===== src/ppm_pkg.sv =====
// Constants, register map and types for the PHY power and mode control block
package ppm_pkg;

    // Register indices; byte address is four times the index
    localparam int unsigned REG_CTRL_IDX  = 0;
    localparam int unsigned REG_EXT2_IDX  = 19;
    localparam int unsigned REG_STAT_IDX  = 20;
    localparam int unsigned REG_LATCH_IDX = 21;
    localparam int unsigned IDX_W         = 6;

    // Control register fields and reset value
    localparam int unsigned CTRL_DUPLEX_BIT = 8;
    localparam int unsigned CTRL_PD_BIT     = 11;
    localparam int unsigned CTRL_AN_BIT     = 12;
    localparam int unsigned CTRL_SPEED_BIT  = 13;
    localparam logic [15:0] CTRL_RST        = 16'h3000;
    localparam logic [15:0] CTRL_WMASK      = 16'h3900;

    // Extended control 2 fields and reset value
    localparam int unsigned EXT2_SAVE100_BIT = 0;
    localparam int unsigned EXT2_SAVE10_BIT  = 1;
    localparam logic [15:0] EXT2_RST         = 16'h0000;
    localparam logic [15:0] EXT2_WMASK       = 16'h0003;

    // Latching status register layout and defaults
    localparam int unsigned LAT_LL_BIT  = 0;
    localparam int unsigned LAT_LH_BIT  = 1;
    localparam int unsigned LAT_MX_LSB  = 4;
    localparam int unsigned LMX_W       = 4;
    localparam logic        LL_DEF      = 1'b1;
    localparam logic        LH_DEF      = 1'b0;
    localparam logic [3:0]  LMX_DEF     = 4'h0;

    // Ability vector bit positions, highest performance first
    localparam int unsigned ABIL_100FD = 3;
    localparam int unsigned ABIL_100HD = 2;
    localparam int unsigned ABIL_10FD  = 1;
    localparam int unsigned ABIL_10HD  = 0;
    localparam logic [3:0]  ABIL_ALL   = 4'hF;

    // Timing
    localparam int unsigned CLK_PERIOD_NS = 8;
    localparam int unsigned WAKE_TIME_NS  = 640;
    localparam int unsigned WAKE_CYC      =
        (WAKE_TIME_NS + CLK_PERIOD_NS - 1) / CLK_PERIOD_NS;
    localparam int unsigned WAKE_W        = 7;
    localparam int unsigned RST_MIN_CYC   = 5;

    typedef enum logic [1:0] {
        ST_RESET,
        ST_WAKE,
        ST_DOWN,
        ST_ACTIVE
    } ppm_state_t;

endpackage


===== src/ppm_power_ctrl.sv =====
// Power-down, power-saving, mode select and CRS/COL control with APB regs
//
// Summary of operation
// - Reset pin low or power-down bit: power down
// - Powered down: MAC-side outputs forced to zero
// - Powered down: twisted-pair transmit outputs tri-stated
// - Bit power-down keeps config, resets latching bits
// - Pin reset returns every register to default
// - 100M saving bit disables 100M modules in 10M
// - 10M saving bit disables 10M modules in 100M
// - Config-source pin picks autoneg pin or bit
// - Autoneg adopts highest common mode with partner
// - 100M mode enables 4B/5B, scrambling, MLT-3 path
// - 10M full duplex: no loopback, no SQE test
// - Full duplex: CRS on receive only, no COL
// - Half duplex: CRS on either, COL on overlap
`timescale 1ns/1ps
module ppm_power_ctrl
    import ppm_pkg::*;
#(
    parameter logic [3:0]  LOCAL_ABIL = ABIL_ALL,
    parameter int unsigned ADDR_W     = 8
) (
    input  wire logic              clock_in,
    input  wire logic              rst_n_in,
    input  wire logic              ce_in,
    input  wire logic              psel_in,
    input  wire logic              penable_in,
    input  wire logic              pwrite_in,
    input  wire logic [ADDR_W-1:0] paddr_in,
    input  wire logic [31:0]       pwdata_in,
    output logic      [31:0]       prdata_out,
    output logic                   pready_out,
    output logic                   pslverr_out,
    input  wire logic              hw_reset_pin_low_in,
    input  wire logic              autoneg_select_pin_in,
    input  wire logic              config_source_pin_in,
    input  wire logic [3:0]        partner_abil_in,
    input  wire logic              partner_valid_in,
    input  wire logic              tx_en_in,
    input  wire logic              rx_active_in,
    input  wire logic              rx_dv_raw_in,
    input  wire logic [3:0]        rxd_raw_in,
    input  wire logic              link_ok_in,
    input  wire logic              jabber_in,
    input  wire logic              rx_err_in,
    input  wire logic              tp_tx_pos_d_in,
    input  wire logic              tp_tx_neg_d_in,
    output logic                   crs_out,
    output logic                   col_out,
    output logic                   rx_dv_out,
    output logic      [3:0]        rxd_out,
    output logic                   tp_tx_pos_out,
    output logic                   tp_tx_pos_oe_out,
    output logic                   tp_tx_neg_out,
    output logic                   tp_tx_neg_oe_out,
    output logic                   mod100_en_out,
    output logic                   mod10_en_out,
    output logic                   enc100_en_out,
    output logic                   loopback_en_out,
    output logic                   sqe_test_en_out,
    output logic                   speed100_out,
    output logic                   full_duplex_out,
    output logic                   powered_down_out,
    output logic                   an_enable_out
);
    generate
        if (ADDR_W < IDX_W + 2) begin : g_chk_addr
            $error("ppm_power_ctrl: ADDR_W too small for register map");
        end
        if (WAKE_CYC >= (1 << WAKE_W)) begin : g_chk_wake
            $error("ppm_power_ctrl: WAKE_W too small for wake count");
        end
    endgenerate

    ////////////////////////////////////////////////////////////////////
    // Pin synchronisers and reset-pin low filter

    logic [2:0]       pins_s;
    logic             rst_pin_n_s;
    logic             autoneg_select_pin_s;
    logic             cfg_sw_s;
    logic [2:0]       rst_low_cnt_q;
    logic             rst_req_q;

    ppm_pin_sync #(.WIDTH(3)) u_pin_sync (
        .clock_in (clock_in),
        .rst_n_in (rst_n_in),
        .ce_in    (ce_in),
        .pin_in   ({hw_reset_pin_low_in, autoneg_select_pin_in,
                    config_source_pin_in}),
        .sync_out (pins_s)
    );
    assign rst_pin_n_s = pins_s[2];
    assign autoneg_select_pin_s     = pins_s[1];
    assign cfg_sw_s    = pins_s[0];

    // Short glitches are ignored; a reset needs the documented low time
    always_ff @(posedge clock_in or negedge rst_n_in) begin
        if (!rst_n_in) begin
            rst_low_cnt_q <= '0;
            rst_req_q     <= 1'b0;
        end else if (ce_in) begin
            if (rst_pin_n_s) begin
                rst_low_cnt_q <= '0;
                rst_req_q     <= 1'b0;
            end else if (rst_low_cnt_q != 3'(RST_MIN_CYC - 1)) begin
                rst_low_cnt_q <= rst_low_cnt_q + 3'h1;
            end else begin
                rst_req_q     <= 1'b1;
            end
        end
    end

    ////////////////////////////////////////////////////////////////////
    // Power state machine

    ppm_state_t       st_q;
    ppm_state_t       st_d;
    logic [WAKE_W-1:0] wake_cnt_q;
    logic [15:0]      ctrl_q;
    logic [15:0]      ext2_q;
    logic             ctrl_pd_w;
    logic             act_w;
    logic             pd_entry_w;

    assign ctrl_pd_w  = ctrl_q[CTRL_PD_BIT];
    assign act_w      = (st_q == ST_ACTIVE);
    assign pd_entry_w = act_w & ctrl_pd_w;

    // Reset pin wins over everything; the bit alone powers down too
    always_comb begin
        st_d = st_q;
        if (rst_req_q) begin
            st_d = ST_RESET;
        end else begin
            unique case (st_q)
                ST_RESET:  st_d = ST_WAKE;
                ST_WAKE:   if (wake_cnt_q == '0) begin
                    st_d = ctrl_pd_w ? ST_DOWN : ST_ACTIVE;
                end
                ST_DOWN:   if (!ctrl_pd_w) begin
                    st_d = ST_ACTIVE;
                end
                ST_ACTIVE: if (ctrl_pd_w) begin
                    st_d = ST_DOWN;
                end
            endcase
        end
    end

    always_ff @(posedge clock_in or negedge rst_n_in) begin
        if (!rst_n_in) begin
            st_q       <= ST_RESET;
            wake_cnt_q <= WAKE_W'(WAKE_CYC - 1);
        end else if (ce_in) begin
            st_q <= st_d;
            if (st_q != ST_WAKE) begin
                wake_cnt_q <= WAKE_W'(WAKE_CYC - 1);
            end else if (wake_cnt_q != '0) begin
                wake_cnt_q <= wake_cnt_q - WAKE_W'(1);
            end
        end
    end

    ////////////////////////////////////////////////////////////////////
    // APB slave: one wait state, answer registered

    logic             pready_q;
    logic             access_w;
    logic             do_wr_w;
    logic             do_rd_w;
    logic             hit_ctrl_w;
    logic             hit_ext2_w;
    logic             hit_stat_w;
    logic             hit_lat_w;
    logic             mapped_w;
    logic [31:0]      rd_mux_w;
    logic             ll_q;
    logic             lh_q;
    logic [LMX_W-1:0] lmx_q;
    logic             spd_w;
    logic             full_w;

    function automatic logic is_idx(input logic [ADDR_W-1:0] a,
                                    input int unsigned idx);
        is_idx = (a[1:0] == 2'h0) && (a[ADDR_W-1:2] == (ADDR_W-2)'(idx));
    endfunction

    assign hit_ctrl_w = is_idx(paddr_in, REG_CTRL_IDX);
    assign hit_ext2_w = is_idx(paddr_in, REG_EXT2_IDX);
    assign hit_stat_w = is_idx(paddr_in, REG_STAT_IDX);
    assign hit_lat_w  = is_idx(paddr_in, REG_LATCH_IDX);
    assign mapped_w   = hit_ctrl_w | hit_ext2_w | hit_stat_w | hit_lat_w;
    assign access_w   = psel_in & penable_in & ~pready_q;
    // Effects land on the edge where the master sees pready
    assign do_wr_w    = psel_in & penable_in & pready_q & pwrite_in;
    assign do_rd_w    = psel_in & penable_in & pready_q & ~pwrite_in;

    // Unmapped reads return zero with an error flag
    assign rd_mux_w =
        hit_ctrl_w ? {16'h0000, ctrl_q} :
        hit_ext2_w ? {16'h0000, ext2_q} :
        hit_stat_w ? {24'h000000, an_enable_out, mod10_en_out,
                      mod100_en_out, full_duplex_out, speed100_out,
                      2'(st_q), powered_down_out} :
        hit_lat_w  ? {24'h000000, lmx_q, 2'h0, lh_q, ll_q} :
        32'h00000000;

    always_ff @(posedge clock_in or negedge rst_n_in) begin
        if (!rst_n_in) begin
            pready_q    <= 1'b0;
            prdata_out  <= '0;
            pslverr_out <= 1'b0;
        end else if (ce_in) begin
            pready_q    <= access_w;
            pslverr_out <= access_w & ~mapped_w;
            if (access_w) begin
                prdata_out <= pwrite_in ? 32'h00000000 : rd_mux_w;
            end
        end
    end
    assign pready_out = pready_q;

    ////////////////////////////////////////////////////////////////////
    // Configuration registers

    // Pin reset restores defaults; bit power-down leaves them alone
    always_ff @(posedge clock_in or negedge rst_n_in) begin
        if (!rst_n_in) begin
            ctrl_q <= CTRL_RST;
            ext2_q <= EXT2_RST;
        end else if (ce_in) begin
            if (rst_req_q) begin
                ctrl_q <= CTRL_RST;
                ext2_q <= EXT2_RST;
            end else if (do_wr_w && hit_ctrl_w) begin
                ctrl_q <= pwdata_in[15:0] & CTRL_WMASK;
            end else if (do_wr_w && hit_ext2_w) begin
                ext2_q <= pwdata_in[15:0] & EXT2_WMASK;
            end
        end
    end

    ////////////////////////////////////////////////////////////////////
    // Latching status bits; a read re-arms them, a new event wins

    logic             rd_lat_w;
    logic             lat_clr_w;
    logic             ll_d;
    logic             lh_d;
    logic [LMX_W-1:0] lmx_d;

    assign rd_lat_w  = do_rd_w & hit_lat_w;
    // Held at defaults whenever the device is not running
    assign lat_clr_w = rst_req_q | pd_entry_w | ~act_w;
    assign ll_d  = rd_lat_w ? link_ok_in : (ll_q & link_ok_in);
    assign lh_d  = jabber_in | (lh_q & ~rd_lat_w);
    assign lmx_d = rd_lat_w ? LMX_W'(rx_err_in) :
                   (&lmx_q) ? lmx_q : lmx_q + LMX_W'(rx_err_in);

    always_ff @(posedge clock_in or negedge rst_n_in) begin
        if (!rst_n_in) begin
            ll_q  <= LL_DEF;
            lh_q  <= LH_DEF;
            lmx_q <= LMX_DEF;
        end else if (ce_in) begin
            ll_q  <= lat_clr_w ? LL_DEF  : ll_d;
            lh_q  <= lat_clr_w ? LH_DEF  : lh_d;
            lmx_q <= lat_clr_w ? LMX_DEF : lmx_d;
        end
    end

    ////////////////////////////////////////////////////////////////////
    // Mode resolution

    logic an_src_w;

    // Software mode when the source pin is high
    assign an_src_w = cfg_sw_s ? ctrl_q[CTRL_AN_BIT] : autoneg_select_pin_s;

    ppm_an_resolve #(.LOCAL_ABIL(LOCAL_ABIL)) u_an_resolve (
        .clock_in         (clock_in),
        .rst_n_in         (rst_n_in),
        .ce_in            (ce_in),
        .clr_in           (st_d != ST_ACTIVE), // Mode valid on entry
        .an_en_in         (an_src_w),
        .partner_abil_in  (partner_abil_in),
        .partner_valid_in (partner_valid_in),
        .man_speed100_in  (ctrl_q[CTRL_SPEED_BIT]),
        .man_full_in      (ctrl_q[CTRL_DUPLEX_BIT]),
        .speed100_out     (spd_w),
        .full_out         (full_w)
    );

    ////////////////////////////////////////////////////////////////////
    // Registered outputs; all but powered_down_out and an_enable_out forced quiet unless active

    logic save100_w;
    logic save10_w;

    assign save100_w = ext2_q[EXT2_SAVE100_BIT];
    assign save10_w  = ext2_q[EXT2_SAVE10_BIT];

    always_ff @(posedge clock_in or negedge rst_n_in) begin
        if (!rst_n_in) begin
            crs_out          <= 1'b0;
            col_out          <= 1'b0;
            rx_dv_out        <= 1'b0;
            rxd_out          <= '0;
            tp_tx_pos_out    <= 1'b0;
            tp_tx_pos_oe_out <= 1'b0;
            tp_tx_neg_out    <= 1'b0;
            tp_tx_neg_oe_out <= 1'b0;
            mod100_en_out    <= 1'b0;
            mod10_en_out     <= 1'b0;
            enc100_en_out    <= 1'b0;
            loopback_en_out  <= 1'b0;
            sqe_test_en_out  <= 1'b0;
            speed100_out     <= 1'b0;
            full_duplex_out  <= 1'b0;
            powered_down_out <= 1'b1;
            an_enable_out    <= 1'b0;
        end else if (ce_in) begin
            crs_out          <= act_w & (rx_active_in |
                                (~full_w & tx_en_in));
            col_out          <= act_w & ~full_w & tx_en_in &
                                rx_active_in;
            rx_dv_out        <= act_w & rx_dv_raw_in;
            rxd_out          <= act_w ? rxd_raw_in : 4'h0;
            tp_tx_pos_out    <= act_w & tp_tx_pos_d_in;
            tp_tx_pos_oe_out <= act_w;
            tp_tx_neg_out    <= act_w & tp_tx_neg_d_in;
            tp_tx_neg_oe_out <= act_w;
            mod100_en_out    <= act_w & ~(save100_w & ~spd_w);
            mod10_en_out     <= act_w & ~(save10_w & spd_w);
            enc100_en_out    <= act_w & spd_w;
            loopback_en_out  <= act_w & ~spd_w & ~full_w;
            sqe_test_en_out  <= act_w & ~spd_w & ~full_w;
            speed100_out     <= spd_w;
            full_duplex_out  <= full_w;
            powered_down_out <= ~act_w;
            an_enable_out    <= an_src_w;
        end
    end
endmodule


===== src/ppm_pin_sync.sv =====
// Two-flop synchroniser for asynchronous pin inputs
`timescale 1ns/1ps
module ppm_pin_sync #(
    parameter int unsigned WIDTH = 1
) (
    input  wire logic             clock_in,
    input  wire logic             rst_n_in,
    input  wire logic             ce_in,
    input  wire logic [WIDTH-1:0] pin_in,
    output logic      [WIDTH-1:0] sync_out
);
    logic [WIDTH-1:0] meta_q;

    generate
        if (WIDTH < 1) begin : g_chk
            $error("ppm_pin_sync: WIDTH must be at least 1");
        end
    endgenerate

    // First stage feeds only the second stage
    always_ff @(posedge clock_in or negedge rst_n_in) begin
        if (!rst_n_in) begin
            meta_q   <= '0;
            sync_out <= '0;
        end else if (ce_in) begin
            meta_q   <= pin_in;
            sync_out <= meta_q;
        end
    end
endmodule


===== src/ppm_an_resolve.sv =====
// Operating mode resolution: negotiated highest common mode or manual mode
`timescale 1ns/1ps
module ppm_an_resolve
    import ppm_pkg::*;
#(
    parameter logic [3:0] LOCAL_ABIL = ABIL_ALL
) (
    input  wire logic       clock_in,
    input  wire logic       rst_n_in,
    input  wire logic       ce_in,
    input  wire logic       clr_in,
    input  wire logic       an_en_in,
    input  wire logic [3:0] partner_abil_in,
    input  wire logic       partner_valid_in,
    input  wire logic       man_speed100_in,
    input  wire logic       man_full_in,
    output logic            speed100_out,
    output logic            full_out
);
    logic [3:0] common_w;
    logic       pick_spd_w;
    logic       pick_full_w;
    logic       spd_d;
    logic       full_d;

    // Highest-performance mode both ends support; 10 half otherwise
    assign common_w    = LOCAL_ABIL & partner_abil_in;
    assign pick_spd_w  = common_w[ABIL_100FD] | common_w[ABIL_100HD];
    assign pick_full_w = common_w[ABIL_100FD] |
                         (~common_w[ABIL_100HD] & common_w[ABIL_10FD]);

    // Without a partner answer the link stays at the safest mode
    assign spd_d  = clr_in ? 1'b0 :
                    an_en_in ? (partner_valid_in & pick_spd_w) :
                    man_speed100_in;
    assign full_d = clr_in ? 1'b0 :
                    an_en_in ? (partner_valid_in & pick_full_w) :
                    man_full_in;

    always_ff @(posedge clock_in or negedge rst_n_in) begin
        if (!rst_n_in) begin
            speed100_out <= 1'b0;
            full_out     <= 1'b0;
        end else if (ce_in) begin
            speed100_out <= spd_d;
            full_out     <= full_d;
        end
    end
endmodule


===== config.mk =====
export PLATFORM = sky130hd
export DESIGN_NAME = ppm_power_ctrl
export DESIGN_NICKNAME = d
export VERILOG_FILES = /design/src/ppm_pkg.sv /design/src/ppm_power_ctrl.sv /design/src/ppm_pin_sync.sv /design/src/ppm_an_resolve.sv
export SDC_FILE = /design/constraint.sdc
export NUM_CORES = 1
export LEC_CHECK = 0
export ABC_AREA = 1
export BUFFER_PORTS_ARGS = -buffer_cell sky130_fd_sc_hd__buf_4
export CAP_MARGIN = 0
export CELL_PAD_IN_SITES_DETAIL_PLACEMENT = 0
export CELL_PAD_IN_SITES_GLOBAL_PLACEMENT = 1
export CORE_UTILIZATION = 36
export DETAILED_ROUTE_END_ITERATION = 10
export PLACE_DENSITY = 0.88
export SETUP_SLACK_MARGIN = 0.1
export SYNTH_ARGS = -nofsm -noshare
export SYNTH_HDL_FRONTEND = slang
export SYNTH_SLANG_ARGS = --single-unit

===== constraint.sdc =====
create_clock -name clock_in -period 1.79 [get_ports clock_in]
set_clock_uncertainty 0.2 [all_clocks]
set_input_delay 0.179 -clock clock_in [delete_from_list [all_inputs] [get_ports clock_in]]
set_output_delay 0.179 -clock clock_in [all_outputs]
set_load 0.02 [all_outputs]

; ---- Word level (Yosys, flattened, before mapping)
; Cells that the tools add are included.
[totals]
regBits = 111
inputBits = 66
output_inout_bits = 54
wordCells = 150
[classes]
add_sub_neg = 3
eq_ne = 12
mux = 34
bitwise = 47
n_reduce_logical = 23
[op_table]
columns = op, n
row1 = $mux 16, 8
row2 = $and 1x1->1, 28
row3 = $eq 6x5->1 const B, 3
row4 = $mux 4, 4
row5 = $mux 8, 2
row6 = $mux 7, 2
row7 = $reduce_and 2->1, 6
row8 = $mux 1, 11
row9 = $not 1->1, 10
row10 = $or 1x1->1, 9
row11 = $mux 2, 4
row12 = $pmux 2 s4, 1
row13 = $reduce_bool 2->1, 4
row14 = $logic_not 7->1, 1
row15 = $reduce_bool 7->1, 1
row16 = $sub 7x1->7 const B, 1
row17 = $logic_and 1x1->1, 6
row18 = $logic_not 6->1, 1
row19 = $mux 3, 2
row20 = $ne 3x3->1 const B, 2
row21 = $add 4x1->4, 1
row22 = $eq 2x2->1 const B, 2
row23 = $logic_not 2->1, 2
row24 = $ne 2x1->1 const B, 2
row25 = 5 further kinds, 6

; ---- Logic depth before layout (Yosys ltp)
[depth]
ltp_word = 8
ltp_mapped = 9
depth_no_buf = 9

; ---- By module
; Synthesis repeated with hierarchy kept, for this count alone.
[unflattened]
cells_unflattened = 433
hier_area_um2 = 3442.1
[by_module_without_submodules]
columns = module, instances, cells_per_inst, area_per_inst_um2, seq_area_each_um2
row1 = ppm_power_ctrl, 1, 385, 3088.0, 1437.6
row2 = ppm_pin_sync, 1, 25, 221.5, 150.1
row3 = ppm_an_resolve, 1, 23, 132.6, 50.0

; ---- Worst setup path after synthesis
; OpenSTA, ideal clock, no wires.
[synth_path]
path_kind = reg2reg
start = reg wake_cnt_q[0]
end = reg wake_cnt_q[4]
setup_ns = 0.122
arrival_ns = 1.225
required_time_ns = 1.468
slack_ns = 0.243
stages_incl_launch_ff = 9
path_buffers = 0
synth_period_minus_slack_ns = 1.547
path_cell_list = dfstp_2 > inv_1 > ha_1 > inv_1 > nor3_1 > xor2_1 > nor2_1 > nand2_1 > o21ai_1
[synth_between]
elab_chain_cells = 3
elab_cells_between_ends = 6
cone_classes = add/sub: 1 / mux: 2 / reduce/logical: 3
[synth_lines]
columns = item, line_no
row1 = "start, declared", ppm_power_ctrl.sv:120  ; logic [WAKE_W-1:0] wake_cnt_q;
row2 = "start signal, assigned", ppm_power_ctrl.sv:155  ; wake_cnt_q <= WAKE_W'(WAKE_CYC - 1);
row3 = "start signal, assigned", ppm_power_ctrl.sv:159  ; wake_cnt_q <= WAKE_W'(WAKE_CYC - 1);
row4 = "start signal, assigned", ppm_power_ctrl.sv:161  ; wake_cnt_q <= wake_cnt_q - WAKE_W'(1);
row5 = $sub 7x1->7 / $reduce_bool 7->1 (equally long branches), "ppm_power_ctrl.sv:161, ppm_power_ctrl.sv:160"
row6 = $mux 7 / $reduce_bool 2->1 (equally long branches), n/a
row7 = $mux 7 / $reduce_and 2->1 (equally long branches), n/a
; Several ways; a longest one is shown, not always the timed one. The select of a mux whose other input is x is not followed.
; A chain may end at the register's enable or synchronous reset.

; ---- Final worst setup path
[layout_path]
start = in ce_in
end = reg rst_req_q
[layout_between]
elab_chain_cells = 1
[layout_lines]
columns = item, line_no
row1 = "start, declared", ppm_power_ctrl.sv:26  ; input wire logic ce_in,
row2 = $reduce_and 2->1 (no source line), n/a
row3 = "end signal, assigned", ppm_power_ctrl.sv:102  ; rst_req_q <= 1'b0;
row4 = "end signal, assigned", ppm_power_ctrl.sv:106  ; rst_req_q <= 1'b0;
row5 = "end signal, assigned", ppm_power_ctrl.sv:110  ; rst_req_q <= 1'b1;
row6 = "end, declared", ppm_power_ctrl.sv:84  ; logic rst_req_q;
; No other way between the ends.

==> impl_metrics.env <==
export IMPL_status="completed"
export IMPL_start_kind="input port"
export IMPL_max_freq_ghz=0.615
export IMPL_drt_first_pass_iters=5
export IMPL_wirelength_um=7970
export IMPL_preCtsSetupSlack_ns=0.0291
export IMPL_r2r_start="st_q[1]"
export IMPL_max_stage_delay_ns=0.55
export IMPL_fin_cells=667
export IMPL_synth_area_per_cell_sq_um=8.03
export IMPL_fin_ws_ns=0.163
export IMPL_grt_pass1_wl_um=13200
export IMPL_root_buffer="clkbuf_8"
export IMPL_insertedDiodeCount=0
export IMPL_antenna_found_initial=0
export IMPL_max_cap_viol_count=0
export IMPL_p_clk_share_pct=29.6
export IMPL_grt_start_max_net_pins=34
export IMPL_synthesis_area_sq_um=3440
export IMPL_grt_ovfl_total=0
export IMPL_die_width_um=99.7
export IMPL_cts_clk_slew_worst_paths_ns=0.07
export IMPL_synthTopCellsByArea="dfrtp_1, nand2_1, dfstp_2, buf_4, inv_1"
export IMPL_fin_area_sq_um=4540
export IMPL_viasPerCell=4.49
export IMPL_grtUsageTotal_pct=16.9
export IMPL_synth_top_family_by_area="simple AND/OR/NAND/NOR gates"
export IMPL_final_util_pct=49.1
export IMPL_synth_xor_area_share_pct=1.02
export IMPL_first_iter_violations=154
export IMPL_most_common_layout_cells="nand2_1, buf_4, dfrtp_1, inv_1, nand3_1"
export IMPL_cpLargestDelayFamily="buffers and inverters"
export IMPL_power_switching_share_pct=31.3
export IMPL_fin_crit_sh_pct=90.9
export IMPL_drc_errors=0
export IMPL_worstPathCellList="dlygate4sd3_1 > buf_6 > inv_2 > buf_4 > nor2_1 > o21a_1"
export IMPL_critical_path_class="input port to flop"
export IMPL_clk_latency_ns=0.33
export IMPL_cts_htree_levels=3
export IMPL_p_sw_mw=1.17
export IMPL_hp_class="input port to flop"
export IMPL_place_area_sq_um=4090
export IMPL_portBuffers=72
export IMPL_yosysTopAreaCell="dfrtp_1"
export IMPL_gp_congestion=0.830
export IMPL_internal_power_mw=2.57
export IMPL_rsz0062_at_grt="yes"
export IMPL_arrival_ns=1.65
export IMPL_die_height_um=99.7
export IMPL_hp_start="paddr_in[2]"
export IMPL_cp_depth=6
export IMPL_critPathSlowestCell="dlygate4sd3_1"
export IMPL_ys_types=35
export IMPL_ios=120
export IMPL_cp_end_kind="flop"
export IMPL_yosys_warnings=0
export IMPL_leakage_nw=2.41
export IMPL_power_density_nw_per_um2=825
export IMPL_required_ns=1.81
export IMPL_finalHoldViolCount=0
export IMPL_core_area_sq_um=9240
export IMPL_grt_pass1_vias=2812
export IMPL_synth_adder_area_share_pct=2.18
export IMPL_crit_fanout=18
export IMPL_muxShareOfSynthArea_pct=0
export IMPL_cts_setup_buffers=0
export IMPL_ir_drop_mv=0.418
export IMPL_yosys_area_share_simple_pct=29.3
export IMPL_crit_buf_inv=4
export IMPL_cts_buffers=9
export IMPL_cts_sinks=65
export IMPL_layout_commonest_cell="nand2_1"
export IMPL_fin_crit_ns=1.63
export IMPL_final_setup_viol_count=0
export IMPL_fin_tns_setup_ns=0
export IMPL_syn_inst=428
export IMPL_pwr_share_seq_pct=47.6
export IMPL_tritoncts="done"
export IMPL_timing_hold_ws_ns=0.0362
export IMPL_routedWlPerCell_um=12.0
export IMPL_min_delay_path_depth=4
export IMPL_timing_critical_path_from="ce_in"
export IMPL_area_growth_syn_to_layout_pct=32.0
export IMPL_dp_cells=629
export IMPL_rows=35
export IMPL_ys_seq_area_share_pct=47.7
export IMPL_power_mw=3.74
export IMPL_r2r_worst_path_cells=5
export IMPL_dieArea_sq_um=9940
export IMPL_dr_total_vias=2993
export IMPL_clockBufferDepth=2
export IMPL_drive_above_1_share_pct=25.5
export IMPL_initial_core_util_pct=37.2
export IMPL_power_frac_comb_pct=22.8
export IMPL_yosys_area_top_type_share_pct=40.8
export IMPL_drtAntennaViolNets=0
export IMPL_ys_seq_elements=65
export IMPL_fin_nets=606
export IMPL_drv_slew=0
export IMPL_synth_compound_area_share_pct=8.12
export IMPL_hpwl_um=5950
[power groups by stage]
stage / sequential, mW / clock (mW) / combinational [mW]
3_5_place_dp: 1.80 / 0 / 0.789
6_report: 1.78 / 1.11 / 0.854
4_1_cts: 1.77 / 1.14 / 0.838
2_1_floorplan: 1.79 / 0 / 0.535
5_1_grt: 1.80 / 1.20 / 0.981
3_3_place_gp: 1.79 / 0 / 0.766
[cell type report]
| cell class | count | area [sq um] |
|---|---|---|
| Sequential cell | 65 | 1640 |
| Multi-Input combinational cell | 302 | 1510 |
| Fill cell | 877 | 4700 |
| Clock buffer | 12 | 155 |
| Tap cell | 129 | 161 |
| Timing Repair Buffer | 106 | 870 |
| Clock inverter | 3 | 17.5 |
| Inverter | 50 | 189 |
[per-layer routing]
| layer | global-route usage [%] | vias up | wire length [um] |
|---|---|---|---|
| li1 | - | 1531 | - |
| met1 | 22.2 | 1361 | 3710 |
| met3 | 4.01 | 12 | 380 |
| met5 | 0 | - | 0 |
| met2 | 27.3 | 89 | 3750 |
| met4 | 6.11 | 0 | 136 |
[cell usage after synthesis]
cell      number
nor2_2         4
nand2_4        1
o21bai_1       1
nor3_2         1
o21ai_0       24
or2_2          2
inv_1         47
xor2_1         4
o31ai_1        2
ha_1           6
buf_6          1
dfrtp_1       56
nor2_1        31
nand2_1      131
buf_4         24
nor2_4         2
o211ai_1       2
and3_1         1
nor3_4         2
nand3_1       32
nand2_2        6
o21a_1         2
nor3_1         2
a22o_1         7
a21oi_1        4
clkbuf_1       4
nand3b_1       1
nand3_2        2
clkinv_1       1
o21ai_1        5
inv_2          2
conb_1         1
dfstp_2        9
nand4_1        7
buf_2          1
[repair_timing]
action                                  4_1_cts  5_1_grt
gates resized for setup                       2       11
hold buffers                                 23        0
endpoints found under the setup margin        7       14
hold endpoints to repair                     89        0
[worst min-delay path: cells and delay by family]
kind / cells / cell delay [ns]
buf+inv: 2 / 0.22
simple gates: 2 / 0.14
[flip-flops by register name, indices dropped and copies added, names as in the netlist, 2 cells and up]
register             cells
ctrl_q                   4
ext2_q                   2
lmx_q                    4
prdata_out              12
rst_low_cnt_q            3
rxd_out                  4
st_q                     2
u_pin_sync.meta_q        3
u_pin_sync.sync_out      3
wake_cnt_q               7
[kinds of logic (layout without fill, tap and decap cells)]
family	count (synthesis)	in the layout
and+or+nand+nor	225	225
buffers and inverters	80	171
DFF	65	65
AOI/OAI and AO/OA	47	47
adders and majority gates	6	6
xor gates and xnor gates	4	4
other	1	20
[worst paths after layout]
| check | slack (ns) | end |
|---|---|---|
| max | 0.16 | rst_req_q |
| min | 0.04 | prdata_out[2] |
| max reg2reg | 0.20 | rxd_out[0] |
| min reg2reg | 0.28 | ll_q |
| max in group asynchronous | 0.76 | powered_down_out |
| min in group asynchronous | 0.05 | lh_q |
No activity file was read; power rests on OpenSTA's default activity.
